## src/hdl/tbdw_pkg.sv

```systemverilog
// Constants and types for the terminal bus diagnostic word block
package tbdw_pkg;

    // Clock and measurement unit
    localparam int unsigned CLK_HZ      = 20_000_000;
    localparam int unsigned TICK_US     = 100;
    localparam int unsigned TICK_CYC    = (CLK_HZ / 1_000_000) * TICK_US;

    // Field layout of the status and control words
    localparam int unsigned WORD_W      = 32;
    localparam int unsigned FIELD_W     = 8;
    localparam int unsigned BIT_RESET   = 0;
    localparam int unsigned BIT_REBOOT  = 1;
    localparam int unsigned BIT_STOP    = 3;
    localparam int unsigned BIT_SEL     = 6;
    localparam int unsigned POS_CYCLE   = 8;
    localparam int unsigned POS_CODE    = 16;
    localparam int unsigned POS_ARG     = 24;
    localparam logic [31:0] CTRL_MASK   = 32'h0000_004b;
    localparam logic [31:0] WORD_RST    = 32'h0000_0000;

    // Error codes
    localparam logic [7:0] CODE_NONE    = 8'h00;
    localparam logic [7:0] CODE_CFG     = 8'h01;
    localparam logic [7:0] CODE_TABLE   = 8'h02;
    localparam logic [7:0] CODE_CMD     = 8'h03;
    localparam logic [7:0] CODE_BREAK   = 8'h04;
    localparam logic [7:0] CODE_REGCOM  = 8'h05;
    localparam logic [7:0] CODE_INTERN  = 8'h06;
    localparam logic [7:0] CODE_FORMAT  = 8'h0e;
    localparam logic [7:0] CODE_COUNT   = 8'h0f;
    localparam logic [7:0] CODE_LENGTH  = 8'h10;

    // Fixed arguments
    localparam logic [7:0] ARG_ZERO     = 8'h00;
    localparam logic [7:0] ARG_OVERFLOW = 8'h01;
    localparam logic [7:0] ARG_BADTYPE  = 8'h02;
    localparam logic [7:0] ARG_DATA_A   = 8'h01;
    localparam logic [7:0] ARG_ADDRSW   = 8'h04;
    localparam logic [7:0] ARG_DATA_B   = 8'h08;
    localparam logic [7:0] ARG_SOCKET   = 8'h10;

    // Fault kinds reported by the terminal bus engine and coupler core
    typedef enum logic [3:0] {
        TBDW_F_CHECKSUM = 4'h0,
        TBDW_F_OVERFLOW = 4'h1,
        TBDW_F_BADTYPE  = 4'h2,
        TBDW_F_TABLE    = 4'h3,
        TBDW_F_CMD      = 4'h4,
        TBDW_F_BREAK    = 4'h5,
        TBDW_F_REGCOM   = 4'h6,
        TBDW_F_INIT     = 4'h7,
        TBDW_F_DATA_A   = 4'h8,
        TBDW_F_ADDRSW   = 4'h9,
        TBDW_F_DATA_B   = 4'ha,
        TBDW_F_SOCKET   = 4'hb,
        TBDW_F_FORMAT   = 4'hc,
        TBDW_F_COUNT    = 4'hd,
        TBDW_F_LENGTH   = 4'he
    } tbdw_fault_t;

    // Cycle time meter states
    typedef enum logic [1:0] {
        TBDW_M_IDLE = 2'b01,
        TBDW_M_RUN  = 2'b10
    } tbdw_meter_st_t;

endpackage

```

## src/hdl/tbdw_meter_if.sv

```systemverilog
// Interface between the diagnostic word core and the cycle time meter
`timescale 1ns/1ns
interface tbdw_meter_if;
    logic       cycle_done;
    logic [7:0] cycle_time;

    modport core  (output cycle_done, input  cycle_time);
    modport meter (input  cycle_done, output cycle_time);
endinterface

```

## src/hdl/tbdw_cycle_meter.sv

```systemverilog
// Terminal bus cycle time meter in 0.1 ms units
`timescale 1ns/1ns
module tbdw_cycle_meter
    import tbdw_pkg::*;
#(
    parameter int unsigned TICK_CYCLES = TICK_CYC
) (
    input  wire logic   core_clk,
    input  wire logic   rst_n,
    tbdw_meter_if.meter mif
);

    if (TICK_CYCLES < 1 || TICK_CYCLES > 65535) begin : g_chk
        $error("TICK_CYCLES out of range");
    end

    localparam logic [15:0] PRE_LAST = 16'(TICK_CYCLES - 1);

    tbdw_meter_st_t st_q;
    tbdw_meter_st_t st_d;
    logic [15:0]    pre_q;
    logic [15:0]    pre_d;
    logic [7:0]     ticks_q;
    logic [7:0]     ticks_d;
    logic [7:0]     time_q;
    logic [7:0]     time_d;

    // Prescaler, tick count and capture at each cycle end after the first
    always_comb begin
        st_d    = st_q;
        pre_d   = pre_q;
        ticks_d = ticks_q;
        time_d  = time_q;
        if (mif.cycle_done) begin
            if (st_q == TBDW_M_RUN) begin
                time_d = ticks_q;
            end
            st_d    = TBDW_M_RUN;
            pre_d   = 16'h0000;
            ticks_d = 8'h00;
        end else if (pre_q == PRE_LAST) begin
            pre_d = 16'h0000;
            if (ticks_q != 8'hff) begin
                ticks_d = ticks_q + 8'h01; // Saturates at 25.5 ms
            end
        end else begin
            pre_d = pre_q + 16'h0001;
        end
    end

    // State registers
    always_ff @(posedge core_clk or negedge rst_n) begin
        if (!rst_n) begin
            st_q    <= TBDW_M_IDLE;
            pre_q   <= 16'h0000;
            ticks_q <= 8'h00;
            time_q  <= 8'h00;
        end else begin
            st_q    <= st_d;
            pre_q   <= pre_d;
            ticks_q <= ticks_d;
            time_q  <= time_d;
        end
    end

    assign mif.cycle_time = time_q;

endmodule

```

## src/hdl/tbdw_top.sv

```systemverilog
// Diagnostic and control word logic of the terminal bus coupler
`timescale 1ns/1ns
module tbdw_top
    import tbdw_pkg::*;
#(
    parameter int unsigned TICK_CYCLES = TICK_CYC
) (
    // Clock and reset
    input  wire logic        core_clk,
    input  wire logic        rst_n,

    // Control word from the fieldbus controller
    input  wire logic        ctrl_word_valid,
    input  wire logic [31:0] ctrl_word,

    // Terminal bus cycle end
    input  wire logic        tbus_cycle_done,

    // Fault reports from the terminal bus engine and coupler core
    input  wire logic        fault_valid,
    input  wire tbdw_fault_t fault_kind,
    input  wire logic [7:0]  fault_term,

    // Controller and fieldbus state
    input  wire logic        fieldbus_err,
    input  wire logic        ctrl_stop,

    // Status word and action requests
    output logic      [31:0] status_word_q,
    output logic             tbus_reset_req_q,
    output logic             coupler_reboot_req_q,
    output logic             tbus_halt_q
);

    // Parameter and field layout checks
    if (TICK_CYCLES < 1 || TICK_CYCLES > 65535) begin : g_chk
        $error("TICK_CYCLES out of range");
    end
    if (WORD_W != 32 || FIELD_W != 8) begin : g_width
        $error("Status word layout must be 32 bits with byte fields");
    end
    if (POS_ARG + FIELD_W > WORD_W) begin : g_arg_fit
        $error("Argument field does not fit the status word");
    end
    if (POS_CODE + FIELD_W > POS_ARG) begin : g_code_fit
        $error("Code field overlaps the argument field");
    end
    if (POS_CYCLE + FIELD_W > POS_CODE) begin : g_cycle_fit
        $error("Cycle field overlaps the code field");
    end
    if (BIT_SEL >= POS_CYCLE || BIT_STOP >= POS_CYCLE) begin : g_flag_fit
        $error("Flag bits overlap the cycle field");
    end
    if (BIT_RESET == BIT_REBOOT || BIT_STOP == BIT_SEL) begin : g_bit_apart
        $error("Flag bits must be distinct");
    end
    if (CTRL_MASK != ((32'h0000_0001 << BIT_SEL) | (32'h0000_0001 << BIT_STOP)
                    | (32'h0000_0001 << BIT_REBOOT) | (32'h0000_0001 << BIT_RESET))) begin : g_mask
        $error("Control mask does not match the flag positions");
    end

    // Fault encoder: kind and terminal number to argument and code
    function automatic logic [15:0] encode_fault(
        input tbdw_fault_t kind,
        input logic [7:0]  term
    );
        logic [7:0] arg;
        logic [7:0] code;
        arg  = ARG_ZERO;
        code = CODE_NONE;
        // One code and argument per fault kind
        unique case (kind)
            // Configuration memory checksum
            TBDW_F_CHECKSUM: begin
                code = CODE_CFG;
                arg  = ARG_ZERO;
            end

            // Code table overflow
            TBDW_F_OVERFLOW: begin
                code = CODE_CFG;
                arg  = ARG_OVERFLOW;
            end

            // Unknown data type
            TBDW_F_BADTYPE: begin
                code = CODE_CFG;
                arg  = ARG_BADTYPE;
            end

            // Table mismatch at terminal n
            TBDW_F_TABLE: begin
                code = CODE_TABLE;
                arg  = term;
            end

            // Terminal bus command fault
            TBDW_F_CMD: begin
                code = CODE_CMD;
                arg  = ARG_ZERO;
            end

            // Break after the coupler or after terminal n
            TBDW_F_BREAK: begin
                code = CODE_BREAK;
                arg  = term;
            end

            // Register access fault at terminal n
            TBDW_F_REGCOM: begin
                code = CODE_REGCOM;
                arg  = term;
            end

            // Coupler start-up fault
            TBDW_F_INIT: begin
                code = CODE_INTERN;
                arg  = ARG_ZERO;
            end

            // First internal data fault
            TBDW_F_DATA_A: begin
                code = CODE_INTERN;
                arg  = ARG_DATA_A;
            end

            // Address switch not usable for boot addressing
            TBDW_F_ADDRSW: begin
                code = CODE_INTERN;
                arg  = ARG_ADDRSW;
            end

            // Second internal data fault
            TBDW_F_DATA_B: begin
                code = CODE_INTERN;
                arg  = ARG_DATA_B;
            end

            // Network socket fault
            TBDW_F_SOCKET: begin
                code = CODE_INTERN;
                arg  = ARG_SOCKET;
            end

            // Wrong data format at terminal n
            TBDW_F_FORMAT: begin
                code = CODE_FORMAT;
                arg  = term;
            end

            // Terminal count changed
            TBDW_F_COUNT: begin
                code = CODE_COUNT;
                arg  = term;
            end

            // Data length changed
            TBDW_F_LENGTH: begin
                code = CODE_LENGTH;
                arg  = term;
            end

            // Undefined kind
            default: begin
                code = CODE_NONE; // Undefined kind is dropped
                arg  = ARG_ZERO;
            end
        endcase
        // Argument in the upper byte, code in the lower
        return {arg, code};
    endfunction

    // Meter link
    tbdw_meter_if mif ();

    // Cycle end event into the meter
    assign mif.cycle_done = tbus_cycle_done;

    // Cycle time meter, runs independent of halt
    tbdw_cycle_meter #(
        .TICK_CYCLES (TICK_CYCLES)
    ) u_meter (
        .core_clk (core_clk),
        .rst_n    (rst_n),
        .mif      (mif)
    );

    // Control word state
    logic [31:0] ctrl_q;
    logic [31:0] ctrl_d;
    logic        rst_req_d;
    logic        reboot_req_d;
    logic        halt_d;

    // Error state
    logic [7:0]  err_code_q;
    logic [7:0]  err_code_d;
    logic [7:0]  err_arg_q;
    logic [7:0]  err_arg_d;
    logic [15:0] err_enc;

    // Cycle counter and status image
    logic [7:0]  cyc_cnt_q;
    logic [7:0]  cyc_cnt_d;
    logic [31:0] status_d;

    // Control word capture and edge detection
    always_comb begin
        // Hold the last word between receptions
        ctrl_d       = ctrl_q;
        rst_req_d    = 1'b0;
        reboot_req_d = 1'b0;
        if (ctrl_word_valid) begin
            // Take a new word with unused bits masked
            ctrl_d = ctrl_word & CTRL_MASK;
            // Compare against the previous word so a held level does nothing
            rst_req_d    = ~ctrl_q[BIT_RESET] & ctrl_word[BIT_RESET];
            reboot_req_d = ctrl_q[BIT_REBOOT] & ~ctrl_word[BIT_REBOOT];
        end
    end

    // Halt of terminal bus cycling
    always_comb begin
        halt_d = ctrl_q[BIT_STOP] & (fieldbus_err | ctrl_stop);
    end

    // Control registers
    always_ff @(posedge core_clk or negedge rst_n) begin
        if (!rst_n) begin
            ctrl_q               <= WORD_RST;
            tbus_reset_req_q     <= 1'b0;
            coupler_reboot_req_q <= 1'b0;
            tbus_halt_q          <= 1'b0;
        end else begin
            ctrl_q               <= ctrl_d;
            tbus_reset_req_q     <= rst_req_d;
            coupler_reboot_req_q <= reboot_req_d;
            tbus_halt_q          <= halt_d;
        end
    end

    // Error latch: last fault shown, cleared by bus reset, a new fault wins
    always_comb begin
        // Encode the reported fault
        err_enc    = encode_fault(fault_kind, fault_term);
        err_code_d = err_code_q;
        err_arg_d  = err_arg_q;
        if (fault_valid && err_enc[7:0] != CODE_NONE) begin
            // A new fault wins over the clear
            err_code_d = err_enc[7:0];
            err_arg_d  = err_enc[15:8];
        end else if (rst_req_d) begin
            // Bus reset request clears the error
            err_code_d = CODE_NONE;
            err_arg_d  = ARG_ZERO;
        end
    end

    // Error registers
    always_ff @(posedge core_clk or negedge rst_n) begin
        if (!rst_n) begin
            err_code_q <= CODE_NONE;
            err_arg_q  <= ARG_ZERO;
        end else begin
            err_code_q <= err_code_d;
            err_arg_q  <= err_arg_d;
        end
    end

    // Cycle counter, wraps after 255
    always_comb begin
        cyc_cnt_d = cyc_cnt_q;
        if (tbus_cycle_done) begin
            // Count each finished cycle
            cyc_cnt_d = cyc_cnt_q + 8'h01;
        end
    end

    // Status word image
    always_comb begin
        // Unused bits stay zero
        status_d                          = WORD_RST;
        // Error argument and code
        status_d[POS_ARG +: FIELD_W]      = err_arg_q;
        status_d[POS_CODE +: FIELD_W]     = err_code_q;
        // Counter or measured cycle time
        status_d[POS_CYCLE +: FIELD_W]    = ctrl_q[BIT_SEL] ? mif.cycle_time : cyc_cnt_q;
        // Echo of the stored control flags
        status_d[BIT_SEL]                 = ctrl_q[BIT_SEL];
        status_d[BIT_STOP]                = ctrl_q[BIT_STOP];
        status_d[BIT_REBOOT]              = ctrl_q[BIT_REBOOT];
        status_d[BIT_RESET]               = ctrl_q[BIT_RESET];
    end

    // Counter and status registers
    always_ff @(posedge core_clk or negedge rst_n) begin
        if (!rst_n) begin
            cyc_cnt_q     <= 8'h00;
            status_word_q <= WORD_RST;
        end else begin
            cyc_cnt_q     <= cyc_cnt_d;
            status_word_q <= status_d;
        end
    end

endmodule

```

## config.mk

```make
export PLATFORM = sky130hd
export DESIGN_NAME = tbdw_top
export DESIGN_NICKNAME = d
export VERILOG_FILES = /design/src/hdl/tbdw_pkg.sv /design/src/hdl/tbdw_meter_if.sv /design/src/hdl/tbdw_cycle_meter.sv /design/src/hdl/tbdw_top.sv
export SDC_FILE = /design/constraint.sdc
export NUM_CORES = 1
export LEC_CHECK = 0
export BUFFER_PORTS_ARGS = -buffer_cell sky130_fd_sc_hd__buf_2
export CAP_MARGIN = 20
export CORE_ASPECT_RATIO = 1.2
export CORE_MARGIN = 2
export CORE_UTILIZATION = 50
export DETAILED_ROUTE_END_ITERATION = 7
export HOLD_SLACK_MARGIN = 0.05
export PLACE_DENSITY = 0.82
export SYNTH_ARGS = -nofsm -noshare
export SYNTH_HDL_FRONTEND = slang
export SYNTH_HIERARCHICAL = 1
export SYNTH_SLANG_ARGS = --single-unit
```

## constraint.sdc

```tcl
create_clock -name core_clk -period 2.74 [get_ports core_clk]
set_clock_uncertainty 0.05 [all_clocks]
set_input_delay 0.411 -clock core_clk [delete_from_list [all_inputs] [get_ports core_clk]]
set_output_delay 0.411 -clock core_clk [all_outputs]
set_load 0.01 [all_outputs]
```

======== Word level (Yosys, flattened, before mapping) ========
Cells that the tools add are included.
W data, S select, Z words.
word-level totals
  input port bits ......................... 51
  memories kept ........................... 0
  register bits ........................... 93
  bits in writable memories ............... 0
  word-level logic and storage cells ...... 63
  output and inout bits ................... 35
  memory bits (read-only) ................. 0
  latch bits .............................. 0
cells by class
  $lt $le $gt $ge ......................... 0
  $add $sub $neg .......................... 3
  shift operators ......................... 0
  divide/modulo/power cells ............... 0
  eq/ne operators ......................... 17
  $mul .................................... 0
  bitwise operators ....................... 6
  reduce and logical (&&, ||, !) cells .... 12
  muxes and demuxes ....................... 13
operators by type and width
  kind                     number
  $mux W8                  7
  $pmux W8 S6              1
  $pmux W5 S9              1
  $mux W16                 2
  $eq A4 B4 Y1 const B     7
  $add A16 B1 Y16 const B  1
  $add A8 B1 Y8 const B    2
  $eq A16 B11 Y1 const B   1
  $eq A4 B3 Y1 const B     4
  $eq A4 B2 Y1 const B     2
  $ne A8 B8 Y1 const B     1
  $reduce_bool A8 Y1       1
  $reduce_bool A2 Y1       3
  $reduce_or A6 Y1         1
  $reduce_or A5 Y1         1
  $eq A4 B1 Y1 const B     1
  $logic_not A4 Y1         1
  $reduce_and A2 Y1        2
  $and A1 B1 Y1            3
  $reduce_or A3 Y1         1
  $eq A2 B2 Y1 const B     1
  $mux W1                  2
  $not A1 Y1               2
  $reduce_or A2 Y1         1
  other kinds (2)          2

======== Logic depth before layout (Yosys ltp) ========
Gate-level depths: netlist of run 1.
  depth in word-level cells ............... 6
  mapped depth ............................ 8
  depth with buffers taken out ............ 5

======== Modules after synthesis ========
Netlist of run 1, hierarchy kept.
modules (own cells, without submodules)
  module            times used  sequential area each (um^2)  area each (um^2)  cells an instance
  tbdw_top          1           1,326.3                      2,064.5           156
  tbdw_cycle_meter  1           852.1                        1,572.8           152

======== Worst setup path before layout of run 1 ========
Ideal clock, no wire load.
  path kind ............................... reg2reg
  start ................................... register u_meter.pre_q[11]
  end ..................................... register u_meter.ticks_q[3]
  path buffers ............................ 1
  setup time .............................. 0.078 ns
  arrival time ............................ 2.199 ns
  required time ........................... 2.612 ns
  slack ................................... 0.413 ns
  cell stages (with the launch flop) ...... 6
  clock period less this slack ............ 2.327 ns
  path through ............................ dfrtp_1 -> or4_1 -> or4_1 -> buf_2 -> or4_1 -> a21oi_1
between the ends
  cells in the longest elaborated chain, start to end .. 3
ends and longest elaborated chain
  what                                 line                    RTL
  start: declaration                   tbdw_cycle_meter.sv:21  logic [15:0] pre_q;
  start signal: assignment             tbdw_cycle_meter.sv:60  pre_q <= pre_d;
  $eq A16 B11 Y1                       tbdw_cycle_meter.sv:41  end else if (pre_q == PRE_LAST) begin
  $reduce_bool A2 Y1 (no source line)  n/a
  $reduce_and A2 Y1 (no source line)   n/a
  end signal: assignment               tbdw_cycle_meter.sv:61  ticks_q <= ticks_d;
  end: declaration                     tbdw_cycle_meter.sv:23  logic [7:0] ticks_q;
Every way passes these cells.
A chain may end at the register's enable or synchronous reset.

======== Worst setup path in the final report of run 1 ========
  start ................................... register u_meter.pre_q[11]
  end ..................................... register u_meter.ticks_q[5]
Same word-level chain as after synthesis.

==> flow_results.xml, run 1 <==
<?xml version="1.0" encoding="UTF-8"?>
<metrics>
  <group name="drt">
    <metric name="drt_pass1_iterations" unit="">4</metric>
    <metric name="routed_wl" unit="mm">6.40</metric>
    <metric name="drt-initial-drc-count" unit="">173</metric>
    <metric name="detail_route.drc_violations" unit="">0</metric>
    <metric name="routed-via-count" unit="">2438</metric>
    <metric name="routed_wire_length_per_instance" unit="um">14.0</metric>
    <metric name="drtAntennaViolNets" unit="">0</metric>
    <metric name="viasPerCell" unit="">5.33</metric>
  </group>
  <group name="critical_path">
    <metric name="cp-start-kind" unit="">flop</metric>
    <metric name="rr_worst_depth" unit="">4</metric>
    <metric name="timing.critical_path.to_type" unit="">flop</metric>
    <metric name="critical_path_peak_fanout" unit="">10</metric>
    <metric name="worst-endpoint-arrival" unit="ns">2.75</metric>
    <metric name="worstSetupPathType" unit="">reg -&gt; reg</metric>
    <metric name="required" unit="ns">2.96</metric>
  </group>
  <group name="grt">
    <metric name="grt_pass1_wl" unit="mm">11.0</metric>
    <metric name="antenna_found_initial" unit="">0</metric>
    <metric name="globalRouteOverflowTotal" unit="">0</metric>
    <metric name="grt_max_degree" unit="">55</metric>
    <metric name="grt_pass1_vias" unit="">2514</metric>
    <metric name="grt_use_total" unit="%">17.8</metric>
  </group>
  <group name="synth">
    <metric name="avgSynthCellArea" unit="um^2">11.8</metric>
    <metric name="synth_flop_cell" unit="">dfrtp_1</metric>
    <metric name="mappedNetlistArea" unit="mm^2">0.00364</metric>
    <metric name="synth_seq_cells" unit="">87</metric>
    <metric name="synth_sequential_area_ratio" unit="%">59.9</metric>
    <metric name="postSynth.asyncResetShare" unit="%">100</metric>
    <metric name="yosysWarningCount" unit="">6</metric>
    <metric name="synth-edff-count" unit="">0</metric>
    <metric name="synthDistinctLibCells" unit="">46</metric>
    <metric name="post_syn_instances" unit="">308</metric>
  </group>
  <group name="pwr">
    <metric name="total_power" unit="uW">2780</metric>
    <metric name="p_leak" unit="uW">0.00194</metric>
    <metric name="worst_ir_drop_vdd" unit="mV">0.409</metric>
    <metric name="cellPowerDensity" unit="mW/mm^2">667</metric>
  </group>
  <group name="status">
    <metric name="status" unit="">complete, no violations</metric>
  </group>
  <group name="timing">
    <metric name="rsz_0062_raised_after_global_routing" unit="">no</metric>
    <metric name="fmax" unit="MHz">395</metric>
    <metric name="worst-slew-pin-transition" unit="ns">0.675</metric>
    <metric name="timing.final.hold_violations" unit="">0</metric>
    <metric name="setup_viol_count_final" unit="">0</metric>
    <metric name="fin_crit" unit="ns">2.53</metric>
    <metric name="timing.setup.tns" unit="ns">0</metric>
    <metric name="final.hold.worst_slack" unit="ns">0.0378</metric>
    <metric name="fin_crit_sh" unit="%">92.5</metric>
    <metric name="post_route_worst_setup_slack" unit="ns">0.207</metric>
    <metric name="timing_max_transition_violations_final" unit="">0</metric>
    <metric name="slew_headroom" unit="%">55.0</metric>
  </group>
  <group name="layout">
    <metric name="mostFrequentLayoutCell" unit="">dfrtp_1</metric>
    <metric name="layout-drive-gt1-share" unit="%">27.8</metric>
    <metric name="num-fill-cells" unit="">584</metric>
    <metric name="finalInstanceArea" unit="mm^2">0.00416</metric>
    <metric name="area_growth" unit="%">14.5</metric>
    <metric name="layout.cells.most_common_list" unit="">86 x dfrtp_1, 49 x buf_2, 27 x nor2_1</metric>
    <metric name="seq_area" unit="mm^2">0.00218</metric>
    <metric name="num_antenna_cells" unit="">0</metric>
    <metric name="nNetsFinal" unit="">416</metric>
    <metric name="multiInputGateArea" unit="mm^2">0.00132</metric>
  </group>
  <group name="floorplan">
    <metric name="std_cell_rows" unit="">34</metric>
    <metric name="floorplan.die.height" unit="um">97.4</metric>
    <metric name="total_die_area" unit="mm^2">0.00798</metric>
    <metric name="die_x" unit="um">81.9</metric>
    <metric name="num_io_pins" unit="">86</metric>
    <metric name="initial_core_util" unit="%">50.9</metric>
    <metric name="area_of_the_placeable_core" unit="mm^2">0.00715</metric>
  </group>
  <group name="placed_design">
    <metric name="dp.final_hpwl" unit="mm">4.45</metric>
    <metric name="placed_cell_area" unit="mm^2">0.00395</metric>
    <metric name="place_ws" unit="ns">0.223</metric>
    <metric name="gp_routability_congestion" unit="">0.758</metric>
    <metric name="port_buffers" unit="">50</metric>
  </group>
  <group name="clock_network">
    <metric name="cts.clk_slew.worst_paths" unit="ns">0.09</metric>
    <metric name="cts_inserted_buffers" unit="">9</metric>
    <metric name="cts_sinks" unit="">87</metric>
    <metric name="worst_skew_pair.late_latency" unit="ns">0.36</metric>
    <metric name="root_buffer" unit="">clkbuf_8</metric>
    <metric name="clock_path_buffers" unit="">2</metric>
    <metric name="postCtsHoldBufs" unit="">0</metric>
    <metric name="tritoncts" unit="">yes</metric>
    <metric name="h_tree_lvls" unit="">3</metric>
    <metric name="cts_resized" unit="">0</metric>
    <metric name="post_cts.repair.setup_buffers" unit="">0</metric>
  </group>
  <group name="flow_run">
    <metric name="drv_cap" unit="">0</metric>
  </group>
  <group name="hold_path">
    <metric name="hp-class" unit="">in -&gt; async</metric>
  </group>
</metrics>
## worst max-delay path, stage by stage (launching register included)
cell and delay [ns]:
dfrtp_1 0.44, or4_1 0.56, or4_1 0.70, or4_1 0.55, a21oi_1 0.16
## final cells by class
class	instances	area share (%)
clock buffer	9	2.97
clock inverter	7	2.13
inverter	10	0.901
multi-input combinational	199	31.7
sequential	87	52.3
tap	90	2.70
timing repair buffer	55	7.27
## final timing paths
path / startpoint / end / slack, ns
hold reg to reg: err_arg_q[0]$_DFFE_PN0P_ / status_word_q[24]$_DFF_PN0_ / 0.33
setup reg to reg: u_meter/pre_q[11]$_DFF_PN0_ / u_meter/ticks_q[5]$_DFFE_PN0P_ / 0.21
max in group asynchronous: rst_n / u_meter/mif.cycle_time[6]$_DFFE_PN0P_ / 1.99
hold / removal: rst_n / status_word_q[0]$_DFF_PN0_ / 0.04
setup / recovery: u_meter/pre_q[11]$_DFF_PN0_ / u_meter/ticks_q[5]$_DFFE_PN0P_ / 0.21
min in group core_clk: fieldbus_err / tbus_halt_q$_DFF_PN0_ / 0.20
## synth_stat cells, types with 6 or more instances
cell      n  area, um^2
nand3_1  11        55.1
nor2_1   27         101
a21oi_1  12        60.1
nand4_1   8        50.1
buf_2     6        30.0
nor4_1    6        37.5
xnor2_1  16         140
o21ai_0  11        55.1
mux2_2   20         225
inv_1    10        37.5
nor2b_1   7        43.8
dfrtp_1  86        2150
nand2_1  17        63.8
buf_4     7        52.6
nor3_1    7        35.0
## stage by stage
stage	utilization [%]	cells
2_1_floorplan	-	314
3_3_place_gp	55.3	441
3_5_place_dp	55.3	441
4_1_cts	58.3	457
5_1_grt	58.3	457
6_report	58.3	457
## registers in the layout, summed over array words and instances (netlist names)
name / count
status_word_q: 25
u_meter/mif.cycle_time: 8
coupler_reboot_req_q: 1
cyc_cnt_q: 8
u_meter/pre_q: 16
u_meter/ticks_q: 8
err_arg_q: 8
u_meter/st_q: 2
tbus_halt_q: 1
ctrl_q: 4
tbus_reset_req_q: 1
err_code_q: 5
## report_power, final
group	total, uW	internal, uW	switching [uW]	leakage [uW]
sequential	1510	1420	94.3	0.00114
clock	927	440	487	0.000104
combinational	339	163	176	0.000697
total	2780	2020	757	0.00194
## per-layer routing
layer | global-route usage, % | up-vias | part of all wire, %
li1 | - | 1174 | -
met1 | 21.2 | 1193 | 43
met2 | 30.0 | 63 | 51
met3 | 4.00 | 8 | 4.2
met4 | 8.08 | 0 | 2.1
met5 | 0 | - | 0
## kinds of logic after synthesis
family / count (synthesis) / share of synthesized area, %
AOI/OAI and AO/OA: 43 / 8.08
xor gates and xnor gates: 20 / 4.82
adders and majority gates: 3 / 1.03
buffers and inverters: 28 / 4.44
DFF: 87 / 59.9
muxes: 21 / 6.47
other: 1 / 0.103
and+or+nand+nor: 105 / 15.2
(Power assumes the default switching activity.)
==> run 2, diff against run 1 <==
CELL_PAD_IN_SITES_DETAIL_PLACEMENT = 1   (was unset)
CELL_PAD_IN_SITES_GLOBAL_PLACEMENT = 1   (was unset)
CORE_UTILIZATION = 42   (was 50)
GPL_ROUTABILITY_DRIVEN = 0   (was unset)
PLACE_DENSITY = 0.86   (was 0.82)
clock period = 2.9 ns   (was 2.74 ns; I/O delays follow)
==> flow_results.xml, run 2 (synthesis gave the netlist of run 1 again) <==
<?xml version="1.0" encoding="UTF-8"?>
<metrics>
  <group name="status">
    <metric name="status" unit="">complete, no violations</metric>
  </group>
  <group name="layout">
    <metric name="mostFrequentLayoutCell" unit="">dfrtp_1</metric>
    <metric name="layout-drive-gt1-share" unit="%">27.7</metric>
    <metric name="final_util" unit="%">48.8</metric>
    <metric name="largest_register_ff_count" unit="">25</metric>
    <metric name="largest_regs" unit="">status_word_q x25, u_meter/pre_q x16</metric>
    <metric name="layout.cells.most_common_list" unit="">86 x dfrtp_1, 49 x buf_2, 27 x nor2_1</metric>
    <metric name="largest_register_by_flop_count" unit="">status_word_q</metric>
    <metric name="nNetsFinal" unit="">417</metric>
    <metric name="num_antenna_cells" unit="">0</metric>
    <metric name="area_growth" unit="%">14.3</metric>
  </group>
  <group name="pwr">
    <metric name="cellPowerDensity" unit="mW/mm^2">610</metric>
    <metric name="total_power" unit="uW">2540</metric>
    <metric name="p_leak" unit="uW">0.00193</metric>
    <metric name="worst_ir_drop_vdd" unit="mV">0.355</metric>
  </group>
  <group name="clock_network">
    <metric name="post_cts.repair.setup_buffers" unit="">0</metric>
    <metric name="cts_sinks" unit="">87</metric>
    <metric name="root_buffer" unit="">clkbuf_8</metric>
    <metric name="worst_skew_pair.late_latency" unit="ns">0.37</metric>
    <metric name="clock_path_buffers" unit="">2</metric>
    <metric name="cts.clk_slew.worst_paths" unit="ns">0.10</metric>
    <metric name="tritoncts" unit="">yes</metric>
    <metric name="h_tree_lvls" unit="">3</metric>
    <metric name="cts_inserted_buffers" unit="">9</metric>
  </group>
  <group name="timing">
    <metric name="fin_crit" unit="ns">2.66</metric>
    <metric name="slew_headroom" unit="%">58.5</metric>
    <metric name="final.hold.worst_slack" unit="ns">0.212</metric>
    <metric name="fmax" unit="MHz">376</metric>
    <metric name="timing.setup.tns" unit="ns">0</metric>
    <metric name="timing_max_transition_violations_final" unit="">0</metric>
    <metric name="worst-slew-pin-transition" unit="ns">0.623</metric>
    <metric name="timing.final.hold_violations" unit="">0</metric>
    <metric name="rsz_0062_raised_after_global_routing" unit="">no</metric>
    <metric name="setup_viol_count_final" unit="">0</metric>
    <metric name="fin_crit_sh" unit="%">91.6</metric>
  </group>
  <group name="critical_path">
    <metric name="timing.critical_path.to_type" unit="">flop</metric>
    <metric name="worstSetupPathType" unit="">reg -&gt; reg</metric>
    <metric name="path_cells" unit="">or4_1 -&gt; or4_1 -&gt; or4_1 -&gt; a21oi_1</metric>
    <metric name="required" unit="ns">3.14</metric>
    <metric name="cp-start-kind" unit="">flop</metric>
    <metric name="max_stage_delay" unit="ns">0.78</metric>
    <metric name="worstPathBufferInverterCount" unit="">0</metric>
    <metric name="critical_path_peak_fanout" unit="">15</metric>
    <metric name="family_with_the_most_delay_on_the_worst_path" unit="">simple AND/OR/NAND/NOR gates</metric>
    <metric name="worst-r2r-setup-slack" unit="ns">0.24</metric>
    <metric name="cp_slowest_cell" unit="">or4_1</metric>
    <metric name="worst-endpoint-arrival" unit="ns">2.90</metric>
    <metric name="worst_path_most_repeated_cell" unit="">or4_1</metric>
  </group>
  <group name="grt">
    <metric name="grt_max_degree" unit="">50</metric>
    <metric name="grt_use_total" unit="%">18.0</metric>
    <metric name="antenna_found_initial" unit="">0</metric>
    <metric name="globalRouteOverflowTotal" unit="">0</metric>
    <metric name="grt_pass1_vias" unit="">2635</metric>
    <metric name="grt_pass1_wl" unit="mm">12.9</metric>
  </group>
  <group name="flow_run">
    <metric name="drv_cap" unit="">0</metric>
  </group>
  <group name="drt">
    <metric name="drtAntennaViolNets" unit="">0</metric>
    <metric name="viasPerCell" unit="">5.12</metric>
    <metric name="drt-initial-drc-count" unit="">77</metric>
    <metric name="detail_route.drc_violations" unit="">0</metric>
    <metric name="routed-via-count" unit="">2484</metric>
    <metric name="drt_pass1_iterations" unit="">4</metric>
    <metric name="routed_wire_length_per_instance" unit="um">15.9</metric>
    <metric name="routed_wl" unit="mm">7.71</metric>
  </group>
  <group name="placed_design">
    <metric name="port_buffers" unit="">50</metric>
    <metric name="dp.final_hpwl" unit="mm">5.54</metric>
  </group>
  <group name="floorplan">
    <metric name="floorplan.die.height" unit="um">106</metric>
    <metric name="std_cell_rows" unit="">37</metric>
    <metric name="total_die_area" unit="mm^2">0.00942</metric>
    <metric name="area_of_the_placeable_core" unit="mm^2">0.00852</metric>
    <metric name="die_x" unit="um">89.0</metric>
    <metric name="num_io_pins" unit="">86</metric>
    <metric name="initial_core_util" unit="%">42.7</metric>
  </group>
  <group name="hold_path">
    <metric name="hp-class" unit="">in -&gt; reg</metric>
  </group>
</metrics>
==> run 2: cell types whose count changed in the layout (fill, tap and decap cells not counted), sizes merged <==
| cell | delta |
|---|---|
| dlygate4sd3 | +1 |
| bufinv | -1 |
| inv | +1 |
==> run 2: layout make-up <==
class | count | area [um^2]
sequential | 87 | 2180
clock buffer | 9 | 124
multi-input combinational | 199 | 1320
tap | 117 | 146
inverter | 10 | 37.5
fill | 966 | 4360
timing repair buffer | 56 | 300
clock inverter | 7 | 52.6
==> run 2: per-layer routing <==
metal	share of wire (%)	vias to the layer above	track usage, %	routed length (um)
met5	0	-	0	0
met2	51	52	29.4	3920
met1	44	1239	23.2	3390
met3	3.4	13	4.43	261
li1	-	1180	-	-
met4	1.7	0	6.40	129
==> run 2: worst paths after layout <==
path,cells after the start,endpoint,start
setup / recovery,4,u_meter/ticks_q[3]$_DFFE_PN0P_,u_meter/pre_q[11]$_DFF_PN0_
min in group asynchronous,2,cyc_cnt_q[3]$_DFFE_PN0P_,rst_n
hold reg to reg,0,status_word_q[17]$_DFF_PN0_,err_code_q[1]$_DFFE_PN0P_
max in group asynchronous,3,u_meter/mif.cycle_time[6]$_DFFE_PN0P_,rst_n
hold / removal,2,tbus_halt_q$_DFF_PN0_,fieldbus_err
setup reg to reg,4,u_meter/ticks_q[3]$_DFFE_PN0P_,u_meter/pre_q[11]$_DFF_PN0_
==> run 2: worst register-to-register path, stage by stage, from the launching register on <==
cell,delay (ns)
dfrtp_1,0.45
or4_1,0.58
or4_1,0.78
or4_1,0.58
a21oi_1,0.16
==> run 2: power by group <==
part           switching (uW)  total (uW)  internal, uW
Sequential               99.2        1440          1340
Clock                     454         774           320
Combinational             172         327           155
Total                     726        2540          1810
==> run 2: stage by stage <==
step | setup slack (ns) | cells | area [um^2]
final | 0.242 | 485 | 4160
after global routing | 0.121 | 485 | 4160
after CTS | 0.250 | 485 | 4160
after detailed placement | 0.275 | 468 | 3970
after global placement | 0.333 | 468 | 3970
after floorplan | 0.573 | 314 | 3660
==> run 2: what timing repair did <==
action / 4_1_cts / 5_1_grt
resized for setup: 0 / 0
endpoints found under the setup margin: 0 / 0
hold endpoints to repair: 19 / 0
hold buffers: 1 / 0
